<file path="config.mk">
export PLATFORM = sky130hd
export DESIGN_NAME = eld_top
export DESIGN_NICKNAME = d
export VERILOG_FILES = /design/src/hdl/eld_pkg.sv /design/src/hdl/eld_det_if.sv /design/src/hdl/eld_loss_det.sv /design/src/hdl/eld_top.sv
export VERILOG_INCLUDE_DIRS = /design/src /design/src/hdl
export SDC_FILE = /design/constraint.sdc
export NUM_CORES = 1
export LEC_CHECK = 0
export ABC_CLOCK_PERIOD_IN_PS = 3250
export BUFFER_PORTS_ARGS = -buffer_cell sky130_fd_sc_hd__clkbuf_2
export CAP_MARGIN = 20
export CELL_PAD_IN_SITES_DETAIL_PLACEMENT = 1
export CELL_PAD_IN_SITES_GLOBAL_PLACEMENT = 2
export CORE_ASPECT_RATIO = 1.75
export CORE_UTILIZATION = 38
export DETAILED_ROUTE_END_ITERATION = 7
export MAX_ROUTING_LAYER = met4
export PLACE_DENSITY = 0.91
export SLEW_MARGIN = 15
export SYNTH_ARGS = -nofsm -noshare
export SYNTH_HDL_FRONTEND = slang
export SYNTH_SLANG_ARGS = --single-unit
</file>
<file path="constraint.sdc">
create_clock -name sys_clk_i -period 3.25 [get_ports sys_clk_i]
set_input_delay 0.1625 -clock sys_clk_i [delete_from_list [all_inputs] [get_ports sys_clk_i]]
set_output_delay 0.1625 -clock sys_clk_i [all_outputs]
set_load 0.03 [all_outputs]
</file>
<file path="src/hdl/eld_defines.svh">
`ifndef ELD_DEFINES_SVH
`define ELD_DEFINES_SVH

// ==========================================================
// register offsets
`define ELD_ADDR_LOSS_CFG 3'h0
`define ELD_ADDR_LOSS_STATUS 3'h1
`define ELD_ADDR_IRQ_STATUS 3'h2
`define ELD_ADDR_IRQ_MASK 3'h3
`define ELD_ADDR_EDGE_SEL 3'h4
`define ELD_ADDR_RX_CFG 3'h5
`define ELD_ADDR_CLOCK_GEN 3'h6
`define ELD_ADDR_TX_CFG 3'h7

// ==========================================================
// field positions
`define ELD_BIT_LINE 0
`define ELD_BIT_SYSTEM 1
`define ELD_BIT_TX 2
`define ELD_BIT_LS_EDGE 1
`define ELD_BIT_TX_EDGE 2
`define ELD_BIT_CRITERIA 7
`define ELD_FLD_LINE_THR_HI 6
`define ELD_FLD_LINE_THR_LO 4
`define ELD_FLD_TX_THR_HI 3
`define ELD_FLD_TX_THR_LO 2
`define ELD_FLD_TX_PER_HI 1
`define ELD_FLD_TX_PER_LO 0
`define ELD_BIT_RX_CLK_HIGH 7
`define ELD_BIT_IND_CLK_EN 3
`define ELD_BIT_IND_CLK_INV 2
`define ELD_BIT_TX_OE 6
`define ELD_FLD_MODE_HI 1
`define ELD_FLD_MODE_LO 0

// ==========================================================
// reset values
`define ELD_RST_LOSS_CFG 8'h00
`define ELD_RST_IRQ_MASK 8'h07
`define ELD_RST_EDGE_SEL 8'h00
`define ELD_RST_RX_CFG 8'h00
`define ELD_RST_CLOCK_GEN 8'h00
`define ELD_RST_TX_CFG 8'h00

// ==========================================================
// counts and timing
`define ELD_NUM_CH 22
`define ELD_DECL_SHORT 32
`define ELD_DECL_LONG 2048
`define ELD_CLR_LEN 32
`define ELD_CLR_MIN_MARKS 4
`define ELD_MAX_ZERO_RUN 16
`define ELD_SYS_CLK_KHZ 200000
`define ELD_REF_CLK_KHZ 2048
`define ELD_REF_HALF_CYC (`ELD_SYS_CLK_KHZ / (2 * `ELD_REF_CLK_KHZ))
`define ELD_TX_PERIOD_0 32
`define ELD_TX_PERIOD_1 64
`define ELD_TX_PERIOD_2 128
`define ELD_TX_PERIOD_3 256

`endif

</file>
<file path="src/hdl/eld_pkg.sv">
`default_nettype none
package eld_pkg;
    typedef enum logic [1:0] {
        ELD_RX_SR_NRZ,
        ELD_RX_DR_NRZ,
        ELD_RX_DR_RZ,
        ELD_RX_DR_SLICED
    } eld_rx_mode_e;

    typedef enum logic [1:0] {
        ELD_TX_SR_NRZ,
        ELD_TX_DR_NRZ,
        ELD_TX_DR_RZ,
        ELD_TX_OTHER
    } eld_tx_mode_e;

    typedef enum logic [1:0] {
        ELD_ST_MONITOR,
        ELD_ST_LOST_IDLE,
        ELD_ST_LOST_WINDOW
    } eld_det_state_e;
endpackage
`default_nettype wire

</file>
<file path="src/hdl/eld_det_if.sv">
`timescale 1ns/1ps
`default_nettype none
interface eld_det_if;
    logic enable;
    logic criteria;
    logic bit_en;
    logic mark;
    logic amp_ok;
    logic loss;
    modport det (input enable, input criteria, input bit_en, input mark, input amp_ok,
                 output loss);
    modport user (output enable, output criteria, output bit_en, output mark, output amp_ok,
                  input loss);
endinterface
`default_nettype wire

</file>
<file path="src/hdl/eld_loss_det.sv">
`timescale 1ns/1ps
`default_nettype none
`include "eld_defines.svh"
module eld_loss_det #(
    parameter int DECL_SHORT = `ELD_DECL_SHORT,
    parameter int DECL_LONG = `ELD_DECL_LONG,
    parameter int CLR_LEN = `ELD_CLR_LEN,
    parameter int MIN_MARKS = `ELD_CLR_MIN_MARKS,
    parameter int MAX_ZRUN = `ELD_MAX_ZERO_RUN
) (
    input wire logic sys_clk_i,
    input wire logic rst_b_i,
    eld_det_if.det det
);
    localparam logic [11:0] LIM_SHORT = 12'(DECL_SHORT - 1);
    localparam logic [11:0] LIM_LONG = 12'(DECL_LONG - 1);
    localparam logic [5:0] LIM_WIN = 6'(CLR_LEN - 1);
    localparam logic [5:0] LIM_MARKS = 6'(MIN_MARKS);
    localparam logic [4:0] LIM_RUN = 5'(MAX_ZRUN - 1);

    eld_pkg::eld_det_state_e state, next_state;
    logic [11:0] zero_cnt, next_zero_cnt;
    logic [5:0] win_cnt, next_win_cnt;
    logic [5:0] mark_cnt, next_mark_cnt;
    logic [4:0] run_cnt, next_run_cnt;
    logic valid;
    logic [11:0] decl_lim;

    assign det.loss = (state != eld_pkg::ELD_ST_MONITOR);

    // ==========================================================
    // declare and clear sequencing
    always_comb begin
        next_state = state;
        next_zero_cnt = zero_cnt;
        next_win_cnt = win_cnt;
        next_mark_cnt = mark_cnt;
        next_run_cnt = run_cnt;
        valid = det.mark & det.amp_ok;
        decl_lim = det.criteria ? LIM_LONG : LIM_SHORT;
        if (!det.enable) begin
            next_state = eld_pkg::ELD_ST_MONITOR;
            next_zero_cnt = 12'h000;
        end else if (det.bit_en) begin
            unique case (state)
                eld_pkg::ELD_ST_MONITOR: begin
                    if (det.mark) begin
                        next_zero_cnt = 12'h000;
                    end else if (zero_cnt >= decl_lim) begin
                        next_state = eld_pkg::ELD_ST_LOST_IDLE;
                        next_zero_cnt = 12'h000;
                    end else begin
                        next_zero_cnt = zero_cnt + 12'h001;
                    end
                end
                eld_pkg::ELD_ST_LOST_IDLE: begin
                    if (valid) begin
                        next_state = eld_pkg::ELD_ST_LOST_WINDOW;
                        next_win_cnt = 6'h01;
                        next_mark_cnt = 6'h01;
                        next_run_cnt = 5'h00;
                    end
                end
                eld_pkg::ELD_ST_LOST_WINDOW: begin
                    if (det.mark && !det.amp_ok) begin
                        next_state = eld_pkg::ELD_ST_LOST_IDLE;
                    end else if (!det.mark && run_cnt == LIM_RUN) begin
                        next_state = eld_pkg::ELD_ST_LOST_IDLE;
                    end else begin
                        next_win_cnt = win_cnt + 6'h01;
                        next_mark_cnt = mark_cnt + {5'h00, valid};
                        next_run_cnt = valid ? 5'h00 : run_cnt + 5'h01;
                        if (win_cnt == LIM_WIN) begin
                            if (next_mark_cnt >= LIM_MARKS) begin
                                next_state = eld_pkg::ELD_ST_MONITOR;
                                next_zero_cnt = 12'h000;
                            end else begin
                                next_state = eld_pkg::ELD_ST_LOST_IDLE;
                            end
                        end
                    end
                end
                default: begin
                    next_state = eld_pkg::ELD_ST_MONITOR;
                end
            endcase
        end
    end

    always_ff @(posedge sys_clk_i or negedge rst_b_i) begin
        if (!rst_b_i) begin
            state <= eld_pkg::ELD_ST_MONITOR;
            zero_cnt <= 12'h000;
            win_cnt <= 6'h00;
            mark_cnt <= 6'h00;
            run_cnt <= 5'h00;
        end else begin
            state <= next_state;
            zero_cnt <= next_zero_cnt;
            win_cnt <= next_win_cnt;
            mark_cnt <= next_mark_cnt;
            run_cnt <= next_run_cnt;
        end
    end
endmodule
`default_nettype wire

</file>
<file path="src/hdl/eld_top.sv">
`timescale 1ns/1ps
`default_nettype none
`include "eld_defines.svh"
// Operation
// - line loss after N weak intervals
// - line clear after 32-interval window with at least 4 marks
// - line threshold field, clear adds 250 mV
// - criteria bit selects N for both
// - line status bit 0, edge-selected irq
// - irq low when unmasked status set
// - serial pin scans 22 channels, marker slot
// - serial pins change on indication rise
// - disabled indication clock tristates pins
// - rx data low unless sliced mode
// - rx clock high or reference clock
// - overriding functions own rx outputs
// - system detection only dual-rail modes
// - system loss after N zero intervals
// - system clear after 32-interval window with at least 4 marks
// - system status bit 1, edge-selected irq
// - tx loss after weak period, fast clear
// - tx status bit 2, own edge select
// - shared line, disabled system detector reports no loss
// - loss flags exported to counters, muxes
module eld_top #(
    parameter int NUM_CH = `ELD_NUM_CH,
    parameter int REF_HALF = `ELD_REF_HALF_CYC,
    parameter int TX_PERIOD_0 = `ELD_TX_PERIOD_0,
    parameter int TX_PERIOD_1 = `ELD_TX_PERIOD_1,
    parameter int TX_PERIOD_2 = `ELD_TX_PERIOD_2,
    parameter int TX_PERIOD_3 = `ELD_TX_PERIOD_3
) (
    input wire logic sys_clk_i,
    input wire logic rst_b_i,
    input wire logic [2:0] reg_addr_i,
    input wire logic [7:0] reg_wdata_i,
    input wire logic reg_wr_i,
    input wire logic reg_rd_i,
    output logic [7:0] reg_rdata_o,
    input wire logic line_bit_en_i,
    input wire logic line_mark_i,
    input wire logic line_above_clear_i,
    input wire logic sys_bit_en_i,
    input wire logic sys_mark_i,
    input wire logic tx_bit_en_i,
    input wire logic tx_pulse_ok_i,
    input wire logic [NUM_CH-1:1] other_line_loss_i,
    input wire logic rx_data_i,
    input wire logic rx_data_pos_i,
    input wire logic rx_data_neg_i,
    input wire logic rx_clock_i,
    input wire logic rx_override_i,
    output logic [2:0] line_amplitude_threshold_o,
    output logic [1:0] tx_amplitude_threshold_o,
    output logic tx_output_enable_o,
    output logic line_signal_loss_o,
    output logic system_signal_loss_o,
    output logic transmit_signal_loss_o,
    output logic rx_multiplex_indicator_o,
    output logic tx_multiplex_indicator_o,
    output logic irq_b_o,
    output logic indication_clock_out_o,
    output logic indication_clock_oe_o,
    output logic serial_loss_o,
    output logic serial_loss_oe_o,
    output logic serial_loss_marker_pin_o,
    output logic serial_loss_marker_oe_o,
    output logic rx_data_out_o,
    output logic rx_data_pos_out_o,
    output logic rx_data_neg_out_o,
    output logic rx_clock_out_o
);
    localparam logic [5:0] REF_LIM = 6'(REF_HALF - 1);
    localparam logic [4:0] SLOT_LIM = 5'(NUM_CH - 1);

    function automatic logic [11:0] tx_period_lim(input logic [1:0] sel);
        logic [11:0] lim;
        lim = 12'(TX_PERIOD_0 - 1);
        unique case (sel)
            2'h0: lim = 12'(TX_PERIOD_0 - 1);
            2'h1: lim = 12'(TX_PERIOD_1 - 1);
            2'h2: lim = 12'(TX_PERIOD_2 - 1);
            2'h3: lim = 12'(TX_PERIOD_3 - 1);
        endcase
        return lim;
    endfunction

    // ==========================================================
    // register file
    logic [7:0] loss_cfg_reg, next_loss_cfg_reg;
    logic [7:0] irq_mask_reg, next_irq_mask_reg;
    logic [7:0] irq_edge_select_reg, next_irq_edge_select_reg;
    logic [7:0] rx_config_reg, next_rx_config_reg;
    logic [7:0] clock_gen_reg, next_clock_gen_reg;
    logic [7:0] tx_config_reg, next_tx_config_reg;
    logic [7:0] next_reg_rdata;
    logic [2:0] loss_status_reg;
    logic [2:0] irq_status_reg, next_irq_status_reg;

    always_comb begin
        next_loss_cfg_reg = loss_cfg_reg;
        next_irq_mask_reg = irq_mask_reg;
        next_irq_edge_select_reg = irq_edge_select_reg;
        next_rx_config_reg = rx_config_reg;
        next_clock_gen_reg = clock_gen_reg;
        next_tx_config_reg = tx_config_reg;
        next_reg_rdata = 8'h00;
        if (reg_wr_i) begin
            unique case (reg_addr_i)
                `ELD_ADDR_LOSS_CFG: next_loss_cfg_reg = reg_wdata_i;
                `ELD_ADDR_IRQ_MASK: next_irq_mask_reg = reg_wdata_i & 8'h07;
                `ELD_ADDR_EDGE_SEL: next_irq_edge_select_reg = reg_wdata_i & 8'h06;
                `ELD_ADDR_RX_CFG: next_rx_config_reg = reg_wdata_i & 8'h83;
                `ELD_ADDR_CLOCK_GEN: next_clock_gen_reg = reg_wdata_i & 8'h0c;
                `ELD_ADDR_TX_CFG: next_tx_config_reg = reg_wdata_i & 8'h43;
                default: begin
                end
            endcase
        end
        if (reg_rd_i) begin
            unique case (reg_addr_i)
                `ELD_ADDR_LOSS_CFG: next_reg_rdata = loss_cfg_reg;
                `ELD_ADDR_LOSS_STATUS: next_reg_rdata = {5'h00, loss_status_reg};
                `ELD_ADDR_IRQ_STATUS: next_reg_rdata = {5'h00, irq_status_reg};
                `ELD_ADDR_IRQ_MASK: next_reg_rdata = irq_mask_reg;
                `ELD_ADDR_EDGE_SEL: next_reg_rdata = irq_edge_select_reg;
                `ELD_ADDR_RX_CFG: next_reg_rdata = rx_config_reg;
                `ELD_ADDR_CLOCK_GEN: next_reg_rdata = clock_gen_reg;
                `ELD_ADDR_TX_CFG: next_reg_rdata = tx_config_reg;
            endcase
        end
    end

    always_ff @(posedge sys_clk_i or negedge rst_b_i) begin
        if (!rst_b_i) begin
            loss_cfg_reg <= `ELD_RST_LOSS_CFG;
            irq_mask_reg <= `ELD_RST_IRQ_MASK;
            irq_edge_select_reg <= `ELD_RST_EDGE_SEL;
            rx_config_reg <= `ELD_RST_RX_CFG;
            clock_gen_reg <= `ELD_RST_CLOCK_GEN;
            tx_config_reg <= `ELD_RST_TX_CFG;
            reg_rdata_o <= 8'h00;
        end else begin
            loss_cfg_reg <= next_loss_cfg_reg;
            irq_mask_reg <= next_irq_mask_reg;
            irq_edge_select_reg <= next_irq_edge_select_reg;
            rx_config_reg <= next_rx_config_reg;
            clock_gen_reg <= next_clock_gen_reg;
            tx_config_reg <= next_tx_config_reg;
            reg_rdata_o <= next_reg_rdata;
        end
    end

    // ==========================================================
    // line and system detectors
    eld_pkg::eld_tx_mode_e tx_mode;
    eld_pkg::eld_rx_mode_e rx_mode;
    eld_det_if line_det ();
    eld_det_if sys_det ();

    assign tx_mode = eld_pkg::eld_tx_mode_e'(tx_config_reg[`ELD_FLD_MODE_HI:`ELD_FLD_MODE_LO]);
    assign rx_mode = eld_pkg::eld_rx_mode_e'(rx_config_reg[`ELD_FLD_MODE_HI:`ELD_FLD_MODE_LO]);
    assign line_det.enable = 1'b1;
    assign line_det.criteria = loss_cfg_reg[`ELD_BIT_CRITERIA];
    assign line_det.bit_en = line_bit_en_i;
    assign line_det.mark = line_mark_i;
    assign line_det.amp_ok = line_above_clear_i;
    assign sys_det.enable = (tx_mode == eld_pkg::ELD_TX_DR_NRZ) ||
                            (tx_mode == eld_pkg::ELD_TX_DR_RZ);
    assign sys_det.criteria = loss_cfg_reg[`ELD_BIT_CRITERIA];
    assign sys_det.bit_en = sys_bit_en_i;
    assign sys_det.mark = sys_mark_i;
    assign sys_det.amp_ok = 1'b1;

    eld_loss_det u_line_det (
        .sys_clk_i(sys_clk_i),
        .rst_b_i(rst_b_i),
        .det(line_det)
    );

    eld_loss_det u_sys_det (
        .sys_clk_i(sys_clk_i),
        .rst_b_i(rst_b_i),
        .det(sys_det)
    );

    // ==========================================================
    // transmit line detector
    logic tx_loss, next_tx_loss;
    logic [11:0] tx_cnt, next_tx_cnt;

    always_comb begin
        next_tx_loss = tx_loss;
        next_tx_cnt = tx_cnt;
        if (tx_pulse_ok_i) begin
            next_tx_loss = 1'b0;
            next_tx_cnt = 12'h000;
        end else if (tx_bit_en_i && !tx_loss) begin
            if (tx_cnt >= tx_period_lim(loss_cfg_reg[`ELD_FLD_TX_PER_HI:`ELD_FLD_TX_PER_LO])) begin
                next_tx_loss = 1'b1;
                next_tx_cnt = 12'h000;
            end else begin
                next_tx_cnt = tx_cnt + 12'h001;
            end
        end
    end

    always_ff @(posedge sys_clk_i or negedge rst_b_i) begin
        if (!rst_b_i) begin
            tx_loss <= 1'b0;
            tx_cnt <= 12'h000;
        end else begin
            tx_loss <= next_tx_loss;
            tx_cnt <= next_tx_cnt;
        end
    end

    // ==========================================================
    // status and interrupt bits
    logic [2:0] loss_now;
    logic [2:0] edge_any;
    logic [2:0] irq_set;

    assign loss_now = {tx_loss, sys_det.loss, line_det.loss};

    always_comb begin
        edge_any = {irq_edge_select_reg[`ELD_BIT_TX_EDGE],
                    irq_edge_select_reg[`ELD_BIT_LS_EDGE],
                    irq_edge_select_reg[`ELD_BIT_LS_EDGE]};
        irq_set = (loss_now & ~loss_status_reg) |
                  (edge_any & ~loss_now & loss_status_reg);
        next_irq_status_reg = irq_status_reg;
        if (reg_wr_i && reg_addr_i == `ELD_ADDR_IRQ_STATUS) begin
            next_irq_status_reg = irq_status_reg & ~reg_wdata_i[2:0];
        end
        next_irq_status_reg = next_irq_status_reg | irq_set;
    end

    always_ff @(posedge sys_clk_i or negedge rst_b_i) begin
        if (!rst_b_i) begin
            loss_status_reg <= 3'h0;
            irq_status_reg <= 3'h0;
        end else begin
            loss_status_reg <= loss_now;
            irq_status_reg <= next_irq_status_reg;
        end
    end

    // ==========================================================
    // reference clock, indication clock and serial scan
    logic [5:0] ref_cnt, next_ref_cnt;
    logic ref_level, next_ref_level;
    logic ind_level, next_ind_level;
    logic ind_rise;
    logic [4:0] slot, next_slot;
    logic serial_bit, next_serial_bit;
    logic marker_bit, next_marker_bit;
    logic [NUM_CH-1:0] scan_vec;

    assign scan_vec = {other_line_loss_i, line_det.loss};

    always_comb begin
        next_ref_cnt = ref_cnt + 6'h01;
        next_ref_level = ref_level;
        if (ref_cnt == REF_LIM) begin
            next_ref_cnt = 6'h00;
            next_ref_level = ~ref_level;
        end
        next_ind_level = clock_gen_reg[`ELD_BIT_IND_CLK_EN] &
                         (next_ref_level ^ clock_gen_reg[`ELD_BIT_IND_CLK_INV]);
        ind_rise = next_ind_level & ~ind_level;
        next_slot = slot;
        next_serial_bit = serial_bit;
        next_marker_bit = marker_bit;
        if (ind_rise) begin
            next_serial_bit = scan_vec[slot];
            next_marker_bit = (slot == 5'h00);
            next_slot = (slot == SLOT_LIM) ? 5'h00 : slot + 5'h01;
        end
    end

    always_ff @(posedge sys_clk_i or negedge rst_b_i) begin
        if (!rst_b_i) begin
            ref_cnt <= 6'h00;
            ref_level <= 1'b0;
            ind_level <= 1'b0;
            slot <= 5'h00;
            serial_bit <= 1'b0;
            marker_bit <= 1'b0;
        end else begin
            ref_cnt <= next_ref_cnt;
            ref_level <= next_ref_level;
            ind_level <= next_ind_level;
            slot <= next_slot;
            serial_bit <= next_serial_bit;
            marker_bit <= next_marker_bit;
        end
    end

    // ==========================================================
    // receive output forcing and registered outputs
    logic next_rx_data, next_rx_pos, next_rx_neg, next_rx_clock;
    logic next_irq_b;

    always_comb begin
        next_rx_data = rx_data_i;
        next_rx_pos = rx_data_pos_i;
        next_rx_neg = rx_data_neg_i;
        next_rx_clock = rx_clock_i;
        if (line_det.loss && !rx_override_i) begin
            if (rx_mode != eld_pkg::ELD_RX_DR_SLICED) begin
                next_rx_data = 1'b0;
                next_rx_pos = 1'b0;
                next_rx_neg = 1'b0;
            end
            next_rx_clock = rx_config_reg[`ELD_BIT_RX_CLK_HIGH] ? 1'b1 : ref_level;
        end
        next_irq_b = ~|(next_irq_status_reg & ~irq_mask_reg[2:0]);
    end

    always_ff @(posedge sys_clk_i or negedge rst_b_i) begin
        if (!rst_b_i) begin
            line_amplitude_threshold_o <= 3'h0;
            tx_amplitude_threshold_o <= 2'h0;
            tx_output_enable_o <= 1'b0;
            line_signal_loss_o <= 1'b0;
            system_signal_loss_o <= 1'b0;
            transmit_signal_loss_o <= 1'b0;
            rx_multiplex_indicator_o <= 1'b0;
            tx_multiplex_indicator_o <= 1'b0;
            irq_b_o <= 1'b1;
            indication_clock_out_o <= 1'b0;
            indication_clock_oe_o <= 1'b0;
            serial_loss_o <= 1'b0;
            serial_loss_oe_o <= 1'b0;
            serial_loss_marker_pin_o <= 1'b0;
            serial_loss_marker_oe_o <= 1'b0;
            rx_data_out_o <= 1'b0;
            rx_data_pos_out_o <= 1'b0;
            rx_data_neg_out_o <= 1'b0;
            rx_clock_out_o <= 1'b0;
        end else begin
            line_amplitude_threshold_o <=
                next_loss_cfg_reg[`ELD_FLD_LINE_THR_HI:`ELD_FLD_LINE_THR_LO];
            tx_amplitude_threshold_o <=
                next_loss_cfg_reg[`ELD_FLD_TX_THR_HI:`ELD_FLD_TX_THR_LO];
            tx_output_enable_o <= next_tx_config_reg[`ELD_BIT_TX_OE];
            line_signal_loss_o <= line_det.loss;
            system_signal_loss_o <= sys_det.loss;
            transmit_signal_loss_o <= tx_loss;
            rx_multiplex_indicator_o <= line_det.loss;
            tx_multiplex_indicator_o <= sys_det.loss | tx_loss;
            irq_b_o <= next_irq_b;
            indication_clock_out_o <= next_ind_level;
            indication_clock_oe_o <= clock_gen_reg[`ELD_BIT_IND_CLK_EN];
            serial_loss_o <= next_serial_bit;
            serial_loss_oe_o <= clock_gen_reg[`ELD_BIT_IND_CLK_EN];
            serial_loss_marker_pin_o <= next_marker_bit;
            serial_loss_marker_oe_o <= clock_gen_reg[`ELD_BIT_IND_CLK_EN];
            rx_data_out_o <= next_rx_data;
            rx_data_pos_out_o <= next_rx_pos;
            rx_data_neg_out_o <= next_rx_neg;
            rx_clock_out_o <= next_rx_clock;
        end
    end
endmodule
`default_nettype wire

</file>
==> results.cfg, run 1 <==
[timing]
clock.fmax_mhz = 358
timing.final.crit_share_pct = 85.9
fin_tns_setup_ps = 0
slew-limit-headroom_pct = 45.0
worst_slew_pin_slew_ps = 822
finalHoldViolCount = 0
rsz0062_at_grt = no
finalCriticalPeriod_ps = 2790
finClkSkew_ps = 8.42
slew_viol_final = 0
setup_violations = 0

[clock_tree]
clock-sinks = 132
clk_path_buf_depth = 2
cts_hold_buf = 10
cts.clk_slew.worst_paths_ps = 70
cts_tree = yes
htree_levels = 4
cts_resized = 0
clock_latency_ps = 420
post_cts_buffers = 0
cts_buffers = 17
cts_root_buf = clkbuf_16

[floorplanning]
die_h_um = 186
die_area_mm2 = 0.0200
initial_core_util_pct = 38.6
pin_count = 78
coreArea_mm2 = 0.0191
row_count = 67
die_w_um = 107

[detailed_routing]
drtAntennaViolNets = 0
route.detailed.drc = 0
via_count = 6145
wl_mm = 19.0
drtIter0Drc = 248
drt-vias-per-instance = 5.73
avgRoutedWirePerCell_um = 17.7
dr.pass1.iters = 4

[synthesis]
ys_seq_area_share_pct = 44.8
synth_most_common_cell = dfrtp_1
synthTopCellsByCount = 128 x dfrtp_1, 66 x nand2_1, 52 x o21ai_0
ys_top_cells_by_area = dfrtp_1 43%, ha_1 5.4%, mux2_2 3.7%, o21ai_0 3.5%, nand2_1 3.4%
syn_area_mm2 = 0.00738
yosys.area.top_type = dfrtp_1
yosysWarnings = 0
avgSynthCellArea_um2 = 9.92
synth_fp_nets = 824
ys_types = 76
ys.flop_type = dfrtp_1
synth-async-reset-ratio_pct = 100
synth_top_area_share_pct = 43.4
syn_inst = 744
synth_edf_count = 0
ys_ff_latch = 132

[worst_hold_path]
hp-start = reg_wdata_i[2]
hold_path_class = in2reg

[worst_setup_path]
cp_top_family = compound AO/OA/AOI/OAI gates
r2r-start = loss_cfg_reg[7]
critical_path_buf_inv_count = 1
crit_fanout = 14
worst-setup-path-type = reg2reg
crit_path_end_kind = register
crit_top_cell = a2111o_1
path_cells = inv_1 -> ha_1 -> a21o_2 -> a2111o_1 -> a2111o_1 -> nor4_2 -> a211o_1
crit_arrival_ps = 3160
cp-startpoint = loss_cfg_reg[7]
cp.required_ps = 3610
crit_slowest_cell = a2111o_1
cp-start-kind = register
slowest_delay_ps = 580

[job]
cap_violations = 0

[placement]
io_buffers = 77
placed_area_mm2 = 0.00794
dp_hpwl_mm = 13.4
place_congestion = 0.775

[outcome]
outcome = finished, final reports clean

[final_layout]
drive_gt1_share_pct = 20.9
largest_registers = tx_cnt x12, u_line_det.zero_cnt x12, u_sys_det.zero_cnt x12
nFillCells = 2167
n_antenna_cell = 0
final_nets = 899
regArea_mm2 = 0.00331
final_area_mm2 = 0.00863
multiInputGateArea_mm2 = 0.00376
area_growth_pct = 16.9

[grt]
overflow = 0
grt_pass1_vias = 6424
grt_start_max_net_pins = 74
antenna_found_initial = 0
track_usage_pct = 21.2
grt_first_pass_wirelength_mm = 32.5

[power]
p_leak_nw = 4.12
cellPowerDensity_mw_per_mm2 = 621
ir_drop_mv = 0.260
cell usage in the layout (no fill, tap or decap), drive strengths merged, types with 7 or more instances in the layout:
cell type / netlist / routed
dfrtp: 128 / 128
clkbuf: 24 / 93
nand2: 67 / 67
o21ai: 52 / 52
nor2: 41 / 41
inv: 24 / 34
ha: 32 / 32
and3: 31 / 31
nand3: 29 / 29
a21oi: 24 / 24
mux2: 24 / 24
a211o: 16 / 16
nor4: 15 / 15
nand4: 14 / 14
a21o: 14 / 14
nor3: 13 / 13
nor2b: 13 / 13
nand2b: 13 / 13
and2: 12 / 12
buf: 16 / 11
dlygate4sd3: 0 / 10
a221o: 10 / 10
a31oi: 9 / 9
xor2: 9 / 9
o31ai: 9 / 9
o211ai: 7 / 7
cell type report:
| class | count | area share, % |
|---|---|---|
| Sequential cell | 132 | 38.3 |
| Clock inverter | 15 | 1.86 |
| Clock buffer | 17 | 4.93 |
| Inverter | 24 | 1.04 |
| Multi-Input combinational cell | 547 | 43.6 |
| Tap cell | 241 | 3.49 |
| Timing Repair Buffer | 97 | 6.71 |
power by group:
group / internal, mW / total [mW] / switching (mW)
combinational: 0.509 / 1.27 / 0.764
clock: 1.09 / 1.93 / 0.837
sequential: 1.88 / 2.16 / 0.278
routing by layer:
metal	vias up	part of all wire (%)	GRT usage (%)	wire length, um
met5	-	0	-	0
met4	0	2.3	7.69	429
met3	31	2.0	3.32	386
met2	82	55	37.7	10400
met1	3128	41	23.4	7790
li1	2904	-	-	-
kinds of logic (layout without fill, tap and decap cells):
| family | Yosys count | after routing | share of synthesized area, % |
|---|---|---|---|
| and+or+nand+nor | 284 | 284 | 20.9 |
| AOI/OAI and AO/OA | 183 | 183 | 17.4 |
| DFF | 132 | 132 | 44.8 |
| buffers and inverters | 65 | 153 | 4.19 |
| muxes | 34 | 34 | 5.70 |
| adders and majority gates | 32 | 32 | 5.42 |
| xor gates and xnor gates | 14 | 14 | 1.66 |
through the flow:
step                util, %  power [mW]  hold slack (ps)  std cells  setup WS (ps)
floorplan                 -        3.06             -133        744            704
global route           45.1        5.65             72.1       1073            289
finish                 45.1        5.36             71.2       1073            458
CTS                    45.1        5.43             52.7       1073            428
global placement       41.6        3.42              252       1031            561
detailed placement     41.6        3.45              255       1031            522
path summary, 6_finish.rpt:
path                                       endpoint  slack, ps  cells past startpoint
max in group asynchronous           irq_mask_reg[2]       2060                      3
min in group asynchronous  serial_loss_marker_pin_o        320                      2
setup / recovery              u_sys_det.zero_cnt[3]        460                      7
setup reg to reg              u_sys_det.zero_cnt[3]        460                      7
hold reg to reg               u_line_det.run_cnt[3]        490                      1
hold / removal                     clock_gen_reg[2]         70                      2
Note: power is estimated with default switching activity, not from simulation.
==> run 2, diff against run 1 <==
--- a/config.mk
+++ b/config.mk
@@ -6,16 +6,16 @@
 export SDC_FILE = /design/constraint.sdc
 export NUM_CORES = 1
 export LEC_CHECK = 0
-export ABC_CLOCK_PERIOD_IN_PS = 3250
+export ABC_CLOCK_PERIOD_IN_PS = 2470
 export BUFFER_PORTS_ARGS = -buffer_cell sky130_fd_sc_hd__clkbuf_2
 export CAP_MARGIN = 20
 export CELL_PAD_IN_SITES_DETAIL_PLACEMENT = 1
 export CELL_PAD_IN_SITES_GLOBAL_PLACEMENT = 2
 export CORE_ASPECT_RATIO = 1.75
-export CORE_UTILIZATION = 38
+export CORE_UTILIZATION = 34
 export DETAILED_ROUTE_END_ITERATION = 7
 export MAX_ROUTING_LAYER = met4
-export PLACE_DENSITY = 0.91
+export PLACE_DENSITY = 0.87
 export SLEW_MARGIN = 15
 export SYNTH_ARGS = -nofsm -noshare
 export SYNTH_HDL_FRONTEND = slang
==> constraint.sdc (replaced) <==
create_clock -name sys_clk_i -period 2.47 [get_ports sys_clk_i]
set_input_delay 0.1235 -clock sys_clk_i [delete_from_list [all_inputs] [get_ports sys_clk_i]]
set_output_delay 0.1235 -clock sys_clk_i [all_outputs]
set_load 0.03 [all_outputs]
==> run 2 against run 1 <==
  * Largest power group unchanged
  * Clock power up 24%
  * Highest routed layer unchanged
  * Wire length up 6.9%
  * Design area up 5.4%
  * Clock skew up 2.7 ps
==> results.cfg, run 2 (same netlist as run 1, synthesis figures left out) <==
[outcome]
outcome = finished, final reports clean

[clock_tree]
clock_latency_ps = 440
cts_root_buf = clkbuf_16
cts.clk_slew.worst_paths_ps = 60
cts_buffers = 17
cts_tree = yes
htree_levels = 4
clock-sinks = 132
clk_path_buf_depth = 2

[detailed_routing]
via_count = 6252
drtIter0Drc = 267
drtAntennaViolNets = 0
avgRoutedWirePerCell_um = 17.4
dr.pass1.iters = 5
drt-vias-per-instance = 5.36
route.detailed.drc = 0
wl_mm = 20.3

[timing]
worst_slew_pin_slew_ps = 670
setup_violations = 0
rsz0062_at_grt = yes
fin_ws_ps = 59.0
timing.final.crit_share_pct = 97.6
whs_ps = 8.53
clock.fmax_mhz = 415
finClkSkew_ps = 11.1
slew-limit-headroom_pct = 55.1
finalHoldViolCount = 0
finalCriticalPeriod_ps = 2410
slew_viol_final = 0

[floorplanning]
coreArea_mm2 = 0.0214
initial_core_util_pct = 34.5
die_area_mm2 = 0.0223
row_count = 71
pin_count = 78
die_w_um = 113
die_h_um = 197

[grt]
antenna_found_initial = 0
track_usage_pct = 19.9
grt_start_max_net_pins = 66
grt_busiest_layer = met2
use_met3_pct = 3.51
grt_first_pass_wirelength_mm = 33.7
use_met2_pct = 36.3
gr-usage-met1_pct = 20.9
grt_pass1_vias = 6812
overflow = 0

[final_layout]
area_growth_pct = 23.2
drive_gt1_share_pct = 25.6
instances_no_fill = 1166
final_nets = 941
final_cell_mix = 128 x dfrtp_1, 76 x clkbuf_2, 66 x nand2_1, 51 x o21ai_0, 48 x buf_4
layout_commonest_cell = dfrtp_1
largest_registers = tx_cnt x12, u_line_det.zero_cnt x12, u_sys_det.zero_cnt x12
n_antenna_cell = 0
finalCoreUtilization_pct = 42.5

[worst_setup_path]
slowest_delay_ps = 470
crit_top_cell = buf_4
crit_slowest_cell = a2111o_1
regToRegSetupSlack_ps = 60
critical_path_buf_inv_count = 4
crit_fanout = 9
cp_top_family = compound AO/OA/AOI/OAI gates
path_cells = inv_4 -> buf_4 -> ha_1 -> a21o_2 -> a2111o_1 -> buf_4 -> a2111oi_4 -> buf_6 -> and3_1 -> a211o_1
worst-setup-path-type = reg2reg
crit_path_end_kind = register
crit_arrival_ps = 2780
cp-start-kind = register
cp.required_ps = 2840

[placement]
place_inst = 1118
io_buffers = 77
dp_slack_ps = -30.8
place_congestion = 0.812
dp_hpwl_mm = 14.5

[worst_hold_path]
hold_path_class = in2reg

[job]
cap_violations = 0

[power]
p_leak_nw = 4.32
cellPowerDensity_mw_per_mm2 = 781
ir_drop_mv = 0.373
[run 2: cell count changes in the layout (fill, tap and decap cells not counted), sizes merged]
cell	change
a21o	+1
buf	+41
clkbuf	+6
clkinv	+3
clkinvlp	+1
inv	-10
[run 2: timing repair]
action	in CTS	in global routing
gates resized for setup	2	22
setup endpoints to repair	11	23
hold endpoints to repair	75	0
setup buffers	0	5
gates cloned	0	1
pin swaps	1	12
hold buffers	10	0
[run 2: worst reg2reg max path, delay by kind of cell (launching register included)]
kind / cells / cell delay, ps
buffers and inverters: 4 / 570
AND/OR/NAND/NOR: 1 / 180
flip-flops: 1 / 370
adder cells (fa/ha/maj): 1 / 190
AO/OA/AOI/OAI: 4 / 1040
[run 2: final timing paths]
path | start | to | depth (start not counted)
min reg2reg | ref_cnt[0] | ref_cnt[0] | 1
max in group asynchronous | rst_b_i | irq_b_o | 3
min | reg_rd_i | reg_rdata_o[2] | 3
max | loss_cfg_reg[7] | u_sys_det.zero_cnt[9] | 10
max reg2reg | loss_cfg_reg[7] | u_sys_det.zero_cnt[9] | 10
min in group asynchronous | rst_b_i | reg_rdata_o[6] | 2
[run 2: through the flow]
stage	power, mW	TNS [ps]	area, um2
after floorplan	4.05	0	7390
after global placement	4.59	0	8280
after detailed placement	4.66	-130	8280
after CTS	7.11	0	8940
after global routing	7.52	-245	9100
final	7.11	0	9100
[run 2: area by class of cell]
type / count / area [um2]
Inverter: 24 / 92.6
Timing Repair Buffer: 138 / 895
Multi-Input combinational cell: 548 / 3880
Clock buffer: 23 / 468
Fill cell: 2445 / 12300
Tap cell: 292 / 365
Clock inverter: 9 / 82.6
Sequential cell: 132 / 3310
[run 2: report_power, final]
part	leakage (nW)	switching (mW)	internal, mW
clock	0.267	0.967	1.43
combinational	2.32	1.10	0.789
sequential	1.73	0.347	2.48
total	4.32	2.41	4.69
[run 2: routing by layer]
| metal | up-vias | part of all wire, % |
|---|---|---|
| met5 | - | 0 |
| li1 | 2984 | - |
| met4 | 0 | 2.3 |
| met1 | 3158 | 40 |
| met3 | 31 | 2.1 |
| met2 | 79 | 56 |
==> run 3, diff against run 2 <==
--- a/config.mk
+++ b/config.mk
@@ -11,8 +11,9 @@
 export CAP_MARGIN = 20
 export CELL_PAD_IN_SITES_DETAIL_PLACEMENT = 1
 export CELL_PAD_IN_SITES_GLOBAL_PLACEMENT = 2
-export CORE_ASPECT_RATIO = 1.75
+export CORE_ASPECT_RATIO = 0.7
 export CORE_UTILIZATION = 34
+export CTS_BUF_LIST = sky130_fd_sc_hd__clkbuf_8 sky130_fd_sc_hd__clkbuf_16
 export DETAILED_ROUTE_END_ITERATION = 7
 export MAX_ROUTING_LAYER = met4
 export PLACE_DENSITY = 0.87
==> run 3 against run 2 <==
  * Clock power up 9.6%
  * Die area about the same
  * Clock skew up 4.1 ps
  * Fmax down 0.42%
  * Largest power group unchanged
  * Critical endpoint is now u_sys_det.zero_cnt[6]
  * Count of clock-buffer cells in the layout down 3
  * Sequential share of layout area up 0.055 points
  * Highest routed layer unchanged
  * Sequential power about the same
==> results.cfg, run 3 (same netlist as run 1, synthesis figures left out) <==
[outcome]
outcome = finished, final reports clean

[power]
switching_share_pct = 33.3
p_switching_mw = 2.45
power_frac_seq_pct = 38.9
p_leak_nw = 4.34
ir_drop_mv = 0.513
internal-power_mw = 4.90
power_frac_comb_pct = 25.3
power.share.clock_pct = 35.8
cellPowerDensity_mw_per_mm2 = 809

[grt]
antenna_found_initial = 0
grt_start_max_net_pins = 64
overflow = 0
track_usage_pct = 19.4
grt_first_pass_wirelength_mm = 33.2
grt_pass1_vias = 6289

[final_layout]
area_growth_pct = 23.1
largest_registers = tx_cnt x12, u_line_det.zero_cnt x12, u_sys_det.zero_cnt x12
n_antenna_cell = 0
layout_commonest_cell = dfrtp_1
final_cell_mix = 128 x dfrtp_1, 76 x clkbuf_2, 66 x nand2_1, 50 x o21ai_0, 42 x buf_4
final_nets = 936
drive_gt1_share_pct = 25.3
nFillCells = 2407

[timing]
worst_slew_pin_slew_ps = 628
finClkSkew_ps = 15.3
timing.final.crit_share_pct = 98.0
finalHoldViolCount = 0
fin_tns_setup_ps = 0
fin_ws_ps = 48.8
slew_viol_final = 0
setup_violations = 0
clock.fmax_mhz = 413
finalCriticalPeriod_ps = 2420
rsz0062_at_grt = yes
whs_ps = 14.6
slew-limit-headroom_pct = 58.2

[clock_tree]
htree_levels = 4
cts_buffers = 17
clk_path_buf_depth = 2
cts_tree = yes
cts.clk_slew.worst_paths_ps = 60
cts_root_buf = clkbuf_16
clock_latency_ps = 430
clock-sinks = 132

[floorplanning]
initial_core_util_pct = 35.1
die_h_um = 125
row_count = 44
pin_count = 78
die_w_um = 178
die_area_mm2 = 0.0223
coreArea_mm2 = 0.0210

[placement]
io_buffers = 77
dp_slack_ps = -49.9
place_congestion = 0.810
dp_hpwl_mm = 14.2

[worst_setup_path]
r2r-start = loss_cfg_reg[7]
cp.required_ps = 2830
crit_fanout = 7
crit_path_end_kind = register
cp-startpoint = loss_cfg_reg[7]
crit_arrival_ps = 2780
worst-setup-path-type = reg2reg
regToRegSetupSlack_ps = 50
cp-start-kind = register

[detailed_routing]
drt-vias-per-instance = 5.43
via_count = 6218
avgRoutedWirePerCell_um = 17.8
drtAntennaViolNets = 0
drtIter0Drc = 428
wl_mm = 20.4
route.detailed.drc = 0
dr.pass1.iters = 4

[worst_hold_path]
hold_path_class = in2reg
hp-start = reg_wdata_i[1]

[job]
cap_violations = 0
run 3: changes by cell type in the layout (fill, tap and decap cells not counted), moves of 2 or more:
cell and delta:
clkbuf_1 -4, nor4_2 +2, bufinv_16 +2, clkinv_2 -2, buf_4 -6, inv_1 +4
a2111o_2 +2
run 3: routing by layer:
metal	up-vias	global-route usage [%]	part of all wire, %
met2	98	27.4	43
li1	2991	-	-
met3	6	3.59	3.5
met4	0	4.88	0.55
met1	3123	28.2	53
met5	-	-	0
run 3: final cells by class:
cell class                 instances  area [um2]  area share, %
tap                              276         345           3.80
clock buffer                      20         467           5.14
multi-input combinational        549        3890           42.8
inverter                          24        92.6           1.02
clock inverter                    12         140           1.54
timing repair buffer             132         843           9.29
sequential                       132        3310           36.4
run 3: what timing repair did:
action / 4_1_cts / 5_1_grt
buffers inserted: 1 / 5
endpoints found under the hold margin: 67 / 0
resized for setup: 4 / 20
pin swaps: 3 / 11
hold buffers: 10 / 0
endpoints found under the setup margin: 20 / 23
cloned: 1 / 2
run 3: worst paths after layout:
| check | endpoint | cells past startpoint |
|---|---|---|
| worst max-delay path | u_sys_det.zero_cnt[6] | 7 |
| worst min register to register | u_sys_det.run_cnt[4] | 2 |
| max in group asynchronous | u_line_det.mark_cnt[0] | 3 |
| worst min-delay path | loss_cfg_reg[1] | 3 |
| min in group asynchronous | rx_clock_out_o | 2 |
| worst max register to register | u_sys_det.zero_cnt[6] | 7 |
run 3: worst max-delay path, stage by stage, from the launching register on:
cell      delay [ps]
dfrtp_1          390
inv_4            110
ha_1             250
and4_2           210
a221o_2          410
a2111o_2         550
nor4_4           300
a211o_1          130
run 3: power groups by stage:
| stage | Clock (mW) | Sequential, mW | Combinational [mW] |
|---|---|---|---|
| final | 2.63 | 2.85 | 1.86 |
| after global routing | 2.78 | 2.91 | 2.05 |
| after CTS | 2.69 | 2.85 | 1.79 |
| after detailed placement | 0 | 2.88 | 1.73 |
| after global placement | 0 | 2.87 | 1.69 |
| after floorplan | 0 | 2.85 | 1.19 |
run 3: per-stage QoR:
| step | power, mW | cells | area (um2) | utilization (%) |
|---|---|---|---|---|
| after floorplan | 4.05 | 744 | 7390 | - |
| after global placement | 4.55 | 1094 | 8200 | 39.0 |
| after detailed placement | 4.62 | 1094 | 8200 | 39.0 |
| after CTS | 7.32 | 1138 | 8940 | 42.5 |
| after global routing | 7.73 | 1145 | 9080 | 43.2 |
| final | 7.34 | 1145 | 9080 | 43.2 |
